**src/hw/fsk_pkg.sv**
```systemverilog
package fsk_pkg;

	// Command codes, matched against the leading bits of the shift register
	localparam logic [3:0]  CODE_CONFIG    = 4'h9;
	localparam logic [3:0]  CODE_FREQ      = 4'ha;
	localparam logic [3:0]  CODE_WAKE      = 4'he;
	localparam logic [7:0]  CODE_POWER     = 8'hc0;
	localparam logic [7:0]  CODE_QSETUP    = 8'hce;
	localparam logic [7:0]  CODE_RATE      = 8'hc8;
	localparam logic [7:0]  CODE_BATT      = 8'hc2;
	localparam logic [7:0]  CODE_WAKE_EXT  = 8'hc3;
	localparam logic [7:0]  CODE_QWRITE    = 8'hc6;

	// Power-on values of the setting registers
	localparam logic [15:0] RST_CONFIG     = 16'h9082;
	localparam logic [15:0] RST_FREQ       = 16'had57;
	localparam logic [15:0] RST_POWER      = 16'hc002;
	localparam logic [15:0] RST_QSETUP     = 16'hce00;
	localparam logic [15:0] RST_RATE       = 16'hc813;
	localparam logic [15:0] RST_BATT       = 16'hc213;
	localparam logic [15:0] RST_WAKE       = 16'he196;
	localparam logic [15:0] RST_WAKE_EXT   = 16'hc300;

	// Channel word limits
	localparam logic [11:0] CHAN_MIN       = 12'h060;
	localparam logic [11:0] CHAN_MAX       = 12'hf3f;

	// Band constants
	localparam logic [3:0]  BAND_C_LOW     = 4'ha;
	localparam logic [3:0]  BAND_C_HIGH    = 4'hb;

	// Bit positions inside the power command
	localparam int          POW_XTAL       = 5;
	localparam int          POW_SYNTH      = 4;
	localparam int          POW_PA         = 3;
	localparam int          POW_BATT       = 2;
	localparam int          POW_WAKE       = 1;
	localparam int          POW_CLKOFF     = 0;

	// Queue
	localparam int          QUEUE_DEPTH    = 64;
	localparam int          BUF_DEPTH      = 32;
	localparam int          QSETUP_EN      = 7;
	localparam int          BATT_LFCLK     = 4;

	// Bit clock: system clock cycles per 10 MHz reference tick
	localparam int          CLK_MHZ        = 100;
	localparam int          REF_MHZ        = 10;
	localparam int          REF_DIV        = CLK_MHZ / REF_MHZ;
	localparam int          RATE_PRE       = 29;
	localparam int          RATE_CS_MUL    = 8;

	// Wake timer: reference ticks per millisecond
	localparam int          MS_TICKS       = REF_MHZ * 1000;

	typedef enum logic [1:0]
	{
		FSK_STANDBY = 2'b00,
		FSK_SLEEP   = 2'b01,
		FSK_IDLE    = 2'b10,
		FSK_ACTIVE  = 2'b11
	} fsk_mode_type;

endpackage

```
**src/hw/fsk_tx_command_set.sv**
```systemverilog
// Overview of operation
// Serial bits enter MSB first on rising clock while select low; high resets.
// Commands are whole octets, except queue write carrying any data bits.
// Band constant is 10 for band bit 0 and 11 for band bit 1.
// Three-bit power field steps output down by 3 dB per code.
// Deviation (M+1)*20 kHz, direction is sign bit XOR modulation pin.
// Twelve-bit channel word sets centre as 80 MHz times (C + F/4000).
// Channel words outside 96..3903 are ignored, old value kept.
// Power command bits enable oscillator, synth, battery, timer; bit 0 clock off.
// Amplifier enable also forces oscillator and synthesizer on.
// With queue mode, amplifier enable starts shifting the queue out.
// Mode: active, idle, sleep or standby derived from the enables.
// Host should keep oscillator and synth on, toggling only amplifier.
// Data bits after queue write header load the queue in queue mode.
// Without queue, host enables amplifier then drives modulation pin.
// Host waits oscillator start and lock before valid transmit data.
// Queue setup bit 7 enables 64-bit queue; clearing it empties it.
// Queue interrupt raised when remaining bits reach six-bit threshold.
// Bit clock is 10 MHz / 29 / (R+1) / (cs ? 8 : 1).
// Battery threshold is 2.0 V plus T times 0.1 V.
// Battery command bit 4 enables slow host clock during sleep.
// Three-bit divider selects host clock from 1 MHz up to 10 MHz.
// Wake period M*2^(R-D) ms, M split over two commands.
// Wake interrupt repeats once per period while timer enabled.
// Settings update only once the full command length is shifted in.
`timescale 1ns/1ps

////////////////////////////////////////////////////////////////////////////////
module fsk_fifo
	#(
		parameter int WIDTH = 1,
		parameter int DEPTH = 32
	)
	(
		input  wire logic             clock,
		input  wire logic             rst,
		input  wire logic             flush,
		input  wire logic [WIDTH-1:0] in_data,
		input  wire logic             in_valid,
		output logic                  in_ready,
		output logic      [WIDTH-1:0] out_data,
		output logic                  out_valid,
		input  wire logic             out_ready
	);

	localparam int AW = $clog2(DEPTH);

	logic [WIDTH-1:0] mem [DEPTH];
	logic [AW-1:0]    wr_ptr;
	logic [AW-1:0]    rd_ptr;
	logic [AW:0]      count;
	wire              push = in_valid && in_ready;
	wire              pop  = out_valid && out_ready;

	// Honest full and empty from the occupancy count
	assign in_ready  = (count != (AW+1)'(DEPTH));
	assign out_valid = (count != '0);
	assign out_data  = mem[rd_ptr];

	// Storage write
	always_ff @(posedge clock)
	begin
		if (push)
			mem[wr_ptr] <= in_data;
	end

	// Pointers and count; flush drops everything
	always_ff @(posedge clock)
	begin
		if (rst || flush)
		begin
			wr_ptr <= '0;
			rd_ptr <= '0;
			count  <= '0;
		end
		else
		begin
			if (push)
				wr_ptr <= wr_ptr + AW'(1);
			if (pop)
				rd_ptr <= rd_ptr + AW'(1);
			count <= count + (AW+1)'(push) - (AW+1)'(pop);
		end
	end

endmodule

////////////////////////////////////////////////////////////////////////////////
module fsk_tx_command_set
	import fsk_pkg::*;
	(
		input  wire logic        clock,
		input  wire logic        rst,
		input  wire logic        link_enable_low,
		input  wire logic        serial_clock,
		input  wire logic        serial_in,
		input  wire logic        modulation_in,
		output logic             band_choice,
		output logic [3:0]       band_constant,
		output logic [2:0]       power_level,
		output logic [3:0]       xtal_load,
		output logic             deviation_sign,
		output logic [2:0]       deviation_magnitude,
		output logic             deviation_up,
		output logic [11:0]      channel_word,
		output logic             xtal_osc_on,
		output logic             synth_on,
		output logic             amp_on,
		output logic             batt_monitor_enable,
		output logic             wake_timer_enable,
		output logic             clock_out_disable,
		output fsk_mode_type     mode,
		output logic             tx_queue_enable,
		output logic [5:0]       queue_threshold,
		output logic             queue_irq,
		output logic [6:0]       rate_divisor,
		output logic             rate_prescale,
		output logic             bit_tick,
		output logic             tx_data,
		output logic [3:0]       batt_threshold,
		output logic             slow_clock_enable,
		output logic [2:0]       host_clock_divide,
		output logic [13:0]      wake_mantissa,
		output logic [3:0]       wake_exponent,
		output logic [1:0]       wake_exponent_reduce,
		output logic             wake_irq
	);

	////////////////////////////////////////////////////////////////////////
	// Pin synchronisers
	logic [3:0] sync_a;
	logic [3:0] sync_b;
	logic       sck_last;

	always_ff @(posedge clock)
	begin
		sync_a <= {link_enable_low, serial_clock, serial_in, modulation_in};
		sync_b <= sync_a;
	end

	wire sel_low  = !sync_b[3];
	wire sck      = sync_b[2];
	wire sdi      = sync_b[1];
	wire mod_pin  = sync_b[0];

	always_ff @(posedge clock)
	begin
		sck_last <= rst ? 1'b0 : sck;
	end

	wire sck_rise = sel_low && sck && !sck_last;

	////////////////////////////////////////////////////////////////////////
	// Shift register and decode
	logic [15:0] shreg;
	logic [4:0]  nbits;
	logic        in_qwrite;
	logic [15:0] cfg;
	logic [15:0] pwr;
	logic [15:0] qset;
	logic [15:0] rate;
	logic [15:0] batt;
	logic [15:0] wake;
	logic [15:0] wake_ext;
	logic [11:0] chan;

	wire [15:0] word     = {shreg[14:0], sdi};
	wire        last16   = sck_rise && !in_qwrite && nbits == 5'd15;
	wire        hdr8     = sck_rise && !in_qwrite && nbits == 5'd7
	                       && word[7:0] == CODE_QWRITE;
	wire        q_bit    = sck_rise && in_qwrite;
	wire [11:0] new_chan = word[11:0];
	wire        chan_ok  = new_chan >= CHAN_MIN && new_chan <= CHAN_MAX;
	wire        wr_cfg   = last16 && word[15:12] == CODE_CONFIG;
	wire        wr_freq  = last16 && word[15:12] == CODE_FREQ;
	wire        wr_wake  = last16 && word[15:12] == CODE_WAKE;
	wire        wr_pwr   = last16 && word[15:8] == CODE_POWER;
	wire        wr_qset  = last16 && word[15:8] == CODE_QSETUP;
	wire        wr_rate  = last16 && word[15:8] == CODE_RATE;
	wire        wr_batt  = last16 && word[15:8] == CODE_BATT;
	wire        wr_wext  = last16 && word[15:8] == CODE_WAKE_EXT;

	// Bit counter; select high reinitialises the port
	always_ff @(posedge clock)
	begin
		if (rst || !sel_low)
		begin
			shreg     <= '0;
			nbits     <= '0;
			in_qwrite <= 1'b0;
		end
		else if (sck_rise)
		begin
			shreg <= word;
			if (hdr8)
				in_qwrite <= 1'b1;
			if (!in_qwrite)
				nbits <= (nbits == 5'd15) ? 5'd0 : nbits + 5'd1;
		end
	end

	// Setting registers
	always_ff @(posedge clock)
	begin
		if (rst)
		begin
			cfg      <= RST_CONFIG;
			chan     <= RST_FREQ[11:0];
			pwr      <= RST_POWER;
			qset     <= RST_QSETUP;
			rate     <= RST_RATE;
			batt     <= RST_BATT;
			wake     <= RST_WAKE;
			wake_ext <= RST_WAKE_EXT;
		end
		else
		begin
			if (wr_cfg)
				cfg <= word;
			if (wr_freq && chan_ok)
				chan <= new_chan;
			if (wr_pwr)
				pwr <= word;
			if (wr_qset)
				qset <= word;
			if (wr_rate)
				rate <= word;
			if (wr_batt)
				batt <= word;
			if (wr_wake)
				wake <= word;
			if (wr_wext)
				wake_ext <= word;
		end
	end

	////////////////////////////////////////////////////////////////////////
	// Field outputs
	assign band_choice         = cfg[11];
	assign band_constant       = band_choice ? BAND_C_HIGH : BAND_C_LOW;
	assign power_level         = cfg[10:8];
	assign xtal_load           = cfg[7:4];
	assign deviation_sign      = cfg[3];
	assign deviation_magnitude = cfg[2:0];
	assign deviation_up        = deviation_sign ^ mod_pin;
	assign channel_word        = chan;
	assign amp_on              = pwr[POW_PA];
	assign xtal_osc_on         = pwr[POW_XTAL] || amp_on;
	assign synth_on            = pwr[POW_SYNTH] || amp_on;
	assign batt_monitor_enable = pwr[POW_BATT];
	assign wake_timer_enable   = pwr[POW_WAKE];
	assign clock_out_disable   = pwr[POW_CLKOFF];
	assign tx_queue_enable     = qset[QSETUP_EN];
	assign queue_threshold     = qset[5:0];
	assign rate_prescale       = rate[7];
	assign rate_divisor        = rate[6:0];
	assign batt_threshold      = batt[3:0];
	assign host_clock_divide   = batt[7:5];
	assign wake_mantissa       = {wake_ext[5:0], wake[7:0]};
	assign wake_exponent       = wake[11:8];
	assign wake_exponent_reduce = wake_ext[7:6];

	// Mode from the enables; sleep keeps slow clock only if asked
	wire [1:0] mode_code = amp_on ? FSK_ACTIVE :
	                       pwr[POW_XTAL] ? FSK_IDLE :
	                       (pwr[POW_BATT] || pwr[POW_WAKE]) ? FSK_SLEEP :
	                       FSK_STANDBY;
	assign mode = fsk_mode_type'(mode_code);
	assign slow_clock_enable = batt[BATT_LFCLK] && mode == FSK_SLEEP;

	////////////////////////////////////////////////////////////////////////
	// Bit clock: reference tick, then /29, /(R+1), /8 if prescaled
	logic [3:0]  ref_cnt;
	logic [4:0]  pre_cnt;
	logic [6:0]  r_cnt;
	logic [2:0]  cs_cnt;
	wire         ref_tick = ref_cnt == 4'(REF_DIV - 1);
	wire         pre_tick = ref_tick && pre_cnt == 5'(RATE_PRE - 1);
	// At-or-above, so a smaller divisor written mid-count cannot stall
	wire         r_tick   = pre_tick && r_cnt >= rate_divisor;
	wire [2:0]   cs_top   = rate_prescale ? 3'(RATE_CS_MUL - 1) : 3'h0;
	wire         br_tick  = r_tick && cs_cnt >= cs_top;

	always_ff @(posedge clock)
	begin
		if (rst)
		begin
			ref_cnt <= '0;
			pre_cnt <= '0;
			r_cnt   <= '0;
			cs_cnt  <= '0;
			bit_tick <= 1'b0;
		end
		else
		begin
			ref_cnt <= ref_tick ? 4'h0 : ref_cnt + 4'h1;
			if (ref_tick)
				pre_cnt <= pre_tick ? 5'h0 : pre_cnt + 5'h1;
			if (pre_tick)
				r_cnt <= r_tick ? 7'h0 : r_cnt + 7'h1;
			if (r_tick)
				cs_cnt <= br_tick ? 3'h0 : cs_cnt + 3'h1;
			bit_tick <= br_tick;
		end
	end

	////////////////////////////////////////////////////////////////////////
	// Transmit queue: a 32-entry buffer feeding the 64-bit shift queue
	logic        buf_valid;
	logic        buf_data;
	logic        buf_in_ready;
	logic [63:0] queue;
	logic [6:0]  q_count;
	wire         q_room   = q_count != 7'(QUEUE_DEPTH);
	wire         q_take   = buf_valid && q_room;
	wire         shifting = tx_queue_enable && amp_on;
	wire         q_out    = shifting && bit_tick && q_count != 7'h0;

	// Ignored while queue mode is off; buffer stalls when queue is full
	fsk_fifo #(.WIDTH(1), .DEPTH(BUF_DEPTH)) u_buf
	(
		.clock     (clock),
		.rst       (rst),
		.flush     (!tx_queue_enable),
		.in_data   (sdi),
		.in_valid  (q_bit && tx_queue_enable),
		.in_ready  (buf_in_ready),
		.out_data  (buf_data),
		.out_valid (buf_valid),
		.out_ready (q_room)
	);

	// Shift queue; MSB-first out, clearing enable empties it
	always_ff @(posedge clock)
	begin
		if (rst || !tx_queue_enable)
		begin
			queue   <= '0;
			q_count <= '0;
		end
		else
		begin
			if (q_take)
				queue[6'(q_count - 7'(q_out))] <= buf_data;
			if (q_out)
				queue <= {1'b0, queue[63:1]};
			if (q_out && q_take)
				queue <= {1'b0, queue[63:1]}
				         | (64'(buf_data) << (q_count - 7'h1));
			q_count <= q_count + 7'(q_take) - 7'(q_out);
		end
	end

	// Outgoing data: queue head in queue mode, else the modulation pin
	always_ff @(posedge clock)
	begin
		if (rst)
			tx_data <= 1'b0;
		else if (q_out)
			tx_data <= queue[0];
		else if (!tx_queue_enable)
			tx_data <= mod_pin;
	end

	always_ff @(posedge clock)
	begin
		queue_irq <= !rst && tx_queue_enable
		             && q_count == {1'b0, queue_threshold};
	end

	////////////////////////////////////////////////////////////////////////
	// Wake timer: ms tick, then M * 2^(R-D) ms; exponent floored at 0
	logic [16:0] ms_cnt;
	logic [31:0] w_cnt;
	wire  [4:0]  w_exp  = (wake_exponent >= 4'(wake_exponent_reduce)) ?
	                      5'(wake_exponent - 4'(wake_exponent_reduce)) : 5'h0;
	wire  [31:0] w_top  = 32'(wake_mantissa) << w_exp;
	wire         ms_tick = ms_cnt == 17'(MS_TICKS * REF_DIV - 1);
	wire         w_hit  = ms_tick && w_cnt + 32'h1 >= w_top;

	always_ff @(posedge clock)
	begin
		if (rst || !wake_timer_enable)
		begin
			ms_cnt   <= '0;
			w_cnt    <= '0;
			wake_irq <= 1'b0;
		end
		else
		begin
			ms_cnt   <= ms_tick ? 17'h0 : ms_cnt + 17'h1;
			if (ms_tick)
				w_cnt <= w_hit ? 32'h0 : w_cnt + 32'h1;
			wake_irq <= w_hit && w_top != 32'h0;
		end
	end
endmodule

```
**config.mk**
```make
export PLATFORM = sky130hd
export DESIGN_NAME = fsk_tx_command_set
export DESIGN_NICKNAME = d
export VERILOG_FILES = /design/src/hw/fsk_pkg.sv /design/src/hw/fsk_tx_command_set.sv
export SDC_FILE = /design/constraint.sdc
export NUM_CORES = 1
export LEC_CHECK = 0
export ABC_CLOCK_PERIOD_IN_PS = 9500
export BUFFER_PORTS_ARGS = -buffer_cell sky130_fd_sc_hd__buf_2
export CAP_MARGIN = 40
export CELL_PAD_IN_SITES_DETAIL_PLACEMENT = 1
export CELL_PAD_IN_SITES_GLOBAL_PLACEMENT = 2
export CORE_AREA = 2 2 221 223
export CTS_CLUSTER_SIZE = 8
export DETAILED_ROUTE_END_ITERATION = 7
export DIE_AREA = 0 0 223 225
export PLACE_DENSITY_LB_ADDON = 0.1
export SYNTH_ARGS = -nofsm -noshare
export SYNTH_HDL_FRONTEND = slang
export SYNTH_SLANG_ARGS = --single-unit
```
**constraint.sdc**
```tcl
create_clock -name clock -period 9.5 [get_ports clock]
set_input_delay 0.95 -clock clock [delete_from_list [all_inputs] [get_ports clock]]
set_output_delay 0.95 -clock clock [all_outputs]
set_load 0.02 [all_outputs]
```
# After elaboration in Yosys (flattened, before gate mapping)
# Memory sizes are Yosys's and may differ from the RTL's. A register that Yosys moved wholly into a read port is not among the register bits.
# Index checks and enable logic that the tools add are counted.
# word_totals
regBits	263
inputBits	6
out_inout_bits	84
wordCells	154
n_memories	1
mem_bits_rw	32
# classes
reduce_logical	53
bitwise	3
muxes	23
addsub	16
n_eq_ne	19
shift	2
n_lt_le_gt_ge	8
# mem_list
memory	words	word_bits	rd	rd_clocked_by_memory_dff	write_ports	line_no	source
u_buf.mem	32	1	1	1	1	fsk_tx_command_set.sv:48	logic [WIDTH-1:0] mem [DEPTH];
# op_table
operator	count
$mux W64	3
$bwmux W64	1
$or A63 B64 Y64	1
$shl A1 B7 Y64	1
$eq A8 B8 Y1 const B	6
$logic_and A1 B1 Y1	33
$add A32 B1 Y32 const B	1
$ge A32 B32 Y1	1
$mux W32	1
$reduce_bool A32 Y1	1
$shl A14 B5 Y32	1
$mux W5	5
$add A5 B1 Y5 const B	4
$add A17 B1 Y17 const B	1
$eq A17 B17 Y1 const B	1
$eq A4 B4 Y1 const B	4
$ge A12 B7 Y1 const B	1
$le A12 B12 Y1 const B	1
$sub A6 B1 Y6	2
$add A7 B1 Y7	1
$add A7 B1 Y7 const B	1
$eq A7 B6 Y1	1
$ge A7 B7 Y1	1
$lt A6 B7 Y1 const B	1
other kinds (30)	50

# Logic depth before layout (Yosys ltp)
# depth
depth_word	12
mapped_depth	23
mapped_depth_nobuf	22

# Modules after synthesis
# A second synthesis with hierarchy kept.
# hier_totals
cells_unflattened	2082
area_unflattened_um2	16842.4
# modules_own_cells
module	seq_area_each_um2	cells_per_inst	n_inst	area_per_inst_um2
fsk_tx_command_set	4924.7	1858	1	14322.5
fsk_fifo	1381.3	224	1	2519.9

# Worst setup path after synthesis
# Ideal clock, no wire load.
# synth_path
path_type	register to register
from	register wake_ext[6]
to	register w_cnt[0]
synth_period_minus_slack_ns	4.427
t_required_ns	9.435
t_arrival_ns	4.362
path_stages_with_launch	22
path_slack_ns	5.073
path_buffers	3
cell_sequence	dfxtp_1 -> ha_1 -> inv_1 -> fa_1 -> clkbuf_1 -> nand2_2 -> buf_2 -> mux4_2 -> and2_1 -> nand3_1 -> a21boi_0 -> ha_1 -> a21o_1 -> a21o_1 -> a21oi_1 -> o21ai_0 -> a221oi_1 -> nand3_1 -> a21oi_1 -> o31ai_1 -> clkbuf_1 -> nor2_1
# synth_via
elab_chain_len	6
elab_cells_between_ends	7
classes_between	add/sub (1); order compare (2); shift (1); mux (2); reduce/logical (1)
# synth_lines
element	line_no	source
start: declaration	fsk_tx_command_set.sv:164	logic [15:0] wake_ext;
start signal: assignment	fsk_tx_command_set.sv:233	wake_ext <= word;
$sub A4 B2 Y5 / $ge A4 B2 Y1 (equally long branches)	fsk_tx_command_set.sv:376, fsk_tx_command_set.sv:375	
$mux W5 *	fsk_tx_command_set.sv:375	wire [4:0] w_exp = (wake_exponent >= 4'(wake_exponent_reduce)) ?
$shl A14 B5 Y32 *	fsk_tx_command_set.sv:377	wire [31:0] w_top = 32'(wake_mantissa) << w_exp;
$ge A32 B32 Y1 *	fsk_tx_command_set.sv:379	wire w_hit = ms_tick && w_cnt + 32'h1 >= w_top;
$logic_and A1 B1 Y1 *	fsk_tx_command_set.sv:379	
$mux W32 *	fsk_tx_command_set.sv:393	w_cnt <= w_hit ? 32'h0 : w_cnt + 32'h1;
end signal: assignment	fsk_tx_command_set.sv:393	
end: declaration	fsk_tx_command_set.sv:374	logic [31:0] w_cnt;
# Every way passes the cells marked *; elsewhere a longest branch is shown, timed or not.
# A chain may end at the register's enable or synchronous reset.

# Final worst setup path
# layout_path
from	register wake[8]
to	register w_cnt[14]
# layout_via
elab_chain_len	6
elab_cells_between_ends	7
classes_between	add/sub (1); order compare (2); shift (1); mux (2); reduce/logical (1)
# layout_lines
element	line_no	source
start: declaration	fsk_tx_command_set.sv:163	logic [15:0] wake;
start signal: assignment	fsk_tx_command_set.sv:231	wake <= word;
$sub A4 B2 Y5 / $ge A4 B2 Y1 (equally long branches)	fsk_tx_command_set.sv:376, fsk_tx_command_set.sv:375	
$mux W5 *	fsk_tx_command_set.sv:375	
$shl A14 B5 Y32 *	fsk_tx_command_set.sv:377	
$ge A32 B32 Y1 *	fsk_tx_command_set.sv:379	
$logic_and A1 B1 Y1 *	fsk_tx_command_set.sv:379	
$mux W32 *	fsk_tx_command_set.sv:393	
# Marked as above.

==> metrics.yaml <==
yosys:
  synth_ff_type: "dfxtp_1"
  yosysTopAreaCellShare_pct: 31.3
  synthTopCellsByArea: "dfxtp_1, nor2_1, ha_1"
  ys_warn_count: 0
  synth.most_common_cell: "nor2_1"
  synthesis.area_um2: 17100
  ys_seq_elements: 299
  ys_seq_area_share_pct: 37.0
  synthTopCellsByCount: "nor2_1, dfxtp_1, a21oi_1"
  synth.largest_area_cell: "dfxtp_1"
  postSynthAreaPerCell_um2: 8.47
  async_flop_share_pct: 0
  syn_inst: 2014
  synth_edf_count: 32
  synth_cell_types: 76
placed_design:
  hpwlAfterDp_um: 38900
  dp_cells: 2624
  port-buffer-count: 86
  dp_slack_ps: 4310
  gp_congestion: 0.840
critical_path:
  critPathTopFamily: "compound AO/OA/AOI/OAI gates"
  reg2reg_slack_ps: 4240
  reg2reg_depth: 23
  r2r-end: "w_cnt[14]$_SDFFE_PP0P_"
  arrival_ps: 5760
  crit_chain: "inv_1, ha_1, inv_1, fa_1, inv_1, nand2_1, nand2_1, a221oi_1, nor2_1, nor3_1, o21ai_0, a21boi_0, ha_1, a21o_1, a21o_1, a21oi_1, o21ai_0, a221oi_1, nand3_1, a21oi_1, o31ai_4, buf_4, nor2_1"
  critPathMaxStageDelay_ps: 760
  worst_path_max_delay_cell: "fa_1"
  critical_path_class: "reg2reg"
  cp.required_ps: 10000
  crit_path_max_fanout: 31
  end_kind: "flip-flop"
  path_depth: 23
  crit_end: "w_cnt[14]$_SDFFE_PP0P_"
  critical_path.most_common_cell: "inv_1"
  path_buf_inv: 4
  start_kind: "flip-flop"
  cp-startpoint: "wake[8]$_SDFFE_PP1P_"
  r2r-start: "wake[8]$_SDFFE_PP1P_"
power:
  powerDensity_nw_per_um2: 142
  ir_drop_mv: 0.150
  power.leakage_nw: 7.23
sta:
  max_clock_freq_mhz: 190
  relSlewSlack_pct: 40.7
  skew_ps: 26.7
  final.setup.tns_ps: 0
  report.final.slew_viol_count: 0
  worstMarginPinSlew_ps: 885
  fin_crit_ps: 5260
  finalSetupViolations: 0
  min_period_over_period_pct: 55.3
  worst_slack_ps: 4240
  holdWs_ps: 326
  rsz0062_at_grt: "no"
  timing.final.hold_violations: 0
clocking:
  numCtsBuffers: 43
  cts_buffer_depth: 3
  clk_latency_ps: 570
  htree_levels: 2
  path_clk_slew_ps: 50
  post_cts_resized: 0
  cts_tree: "yes"
  ctsRootBufferMaster: "clkbuf_16"
  cts_num_sinks: 299
  postCtsHoldBufs: 0
  post_cts.repair.setup_buffers: 0
final_layout:
  antenna_cells: 0
  area_growth_pct: 13.2
  final_cells: 2682
  final_nets: 2149
  drive_gt1_share_pct: 11.9
drt:
  avgViaCountPerCell: 5.58
  drtIter0Drc: 752
  drtAntennaViolNets: 0
  wl_per_cell_um: 21.0
  firstDrtPassIters: 6
  drc: 0
  totalWireLength_um: 56200
  vias: 14964
grt:
  grt_pass1_vias: 15539
  globalRouteOverflowTotal: 0
  grt_use_total_pct: 22.3
  antenna_found_initial: 0
  grt_pass1_wl_um: 89500
  grt_max_degree: 76
floorplanning:
  die-area_um2: 50200
  die_w_um: 223
  start_util_pct: 35.9
  die_h_um: 225
  core_area_um2: 47500
  io_pins: 90
  rows: 80
flow_run:
  max_cap_viol_count: 0
min_path:
  hp-start: "sync_a[3]$_DFF_P_"
  holdCritPathClass: "reg2reg"
status:
  status: "completed"
-- where the power goes --
part | switching, mW | total, mW | internal (mW)
Sequential | 0.00918 | 1.29 | 1.28
Clock | 0.583 | 1.41 | 0.827
Combinational | 0.0252 | 0.0367 | 0.0115
-- per-layer routing --
metal | track usage [%] | share of wire (%) | wire length, um
met5 | 0 | 0 | 0
met3 | 4.45 | 4.9 | 2750
met2 | 36.3 | 46 | 25700
met1 | 29.8 | 47 | 26400
met4 | 6.82 | 2.6 | 1450
-- layout make-up --
cell class / instances / area (um2)
Sequential cell: 299 / 6310
Clock inverter: 3 / 48.8
Timing Repair Buffer: 125 / 795
Multi-Input combinational cell: 1536 / 10100
Clock buffer: 55 / 1130
Fill cell: 5543 / 28200
Tap cell: 615 / 769
Inverter: 49 / 184
-- kinds of logic (layout without fill, tap and decap cells) --
| group | Yosys count | in the layout | synth area share, % |
|---|---|---|---|
| AO/OA/AOI/OAI | 450 | 450 | 17.4 |
| XOR/XNOR | 122 | 122 | 6.26 |
| adder cells (fa/ha/maj) | 89 | 89 | 6.66 |
| buffers and inverters | 180 | 232 | 4.30 |
| flip-flops | 299 | 299 | 37.0 |
| multiplexers | 123 | 123 | 8.21 |
| other | 2 | 3 | 0.0440 |
| AND/OR/NAND/NOR | 749 | 749 | 20.1 |
-- metrics by stage --
step,power (mW),util [%],cell area (um2)
floorplan,1.34,-,17100
global placement,1.35,37.8,18000
detailed placement,1.36,38.1,18100
CTS,2.79,40.6,19300
global route,2.84,40.6,19300
finish,2.74,40.6,19300
-- placed cells by master (no fill, tap or decap), drive strengths merged, types with 11 or more instances in the layout --
cell type and n:
a21oi 159, and3 16, o21ai 68, and2 19
o211ai 28, ha 86, o31ai 22, xor2 56
a21o 24, edfxtp 32, a221oi 33, mux2i 106
xnor2 66, a211oi 45, buf 125, nand2 160
nor2 337, nand4 18, nor3 65, nor4 11
clkbuf 55, inv 50, nand3 50, mux4 12
or3 11, nand2b 22, o221a 16, dfxtp 267
-- worst min-delay path by stage --
stage | endpoint | slack [ps] | cells after the start
final | sync_b[3]$_DFF_P_ | 330 | 0
after global routing | sync_b[0]$_DFF_P_ | 330 | 0
after CTS | sync_b[3]$_DFF_P_ | 330 | 0
after detailed placement | sync_b[3]$_DFF_P_ | 310 | 0
after floorplan | sync_b[0]$_DFF_P_ | 310 | 0
after global placement | sync_b[3]$_DFF_P_ | 310 | 0
-- worst reg2reg max path: cells and delay by family (launching register included) --
kind	cells	cell delay, ps
buf+inv	4	610
simple gates	6	980
fa+ha+maj	3	1260
compound gates	10	2050
flops	1	300
-- sequential cells by signal, summed over array words and instances (netlist names), 7 cells and up, named ones only --
register / flops
r_cnt: 7
shreg: 15
u_buf.mem: 32
batt: 8
queue: 64
rate: 8
channel_word: 12
w_cnt: 32
wake: 12
ms_cnt: 17
cfg: 12
wake_ext: 8
qset: 7
q_count: 7
Power figures use the tool's default switching activity.
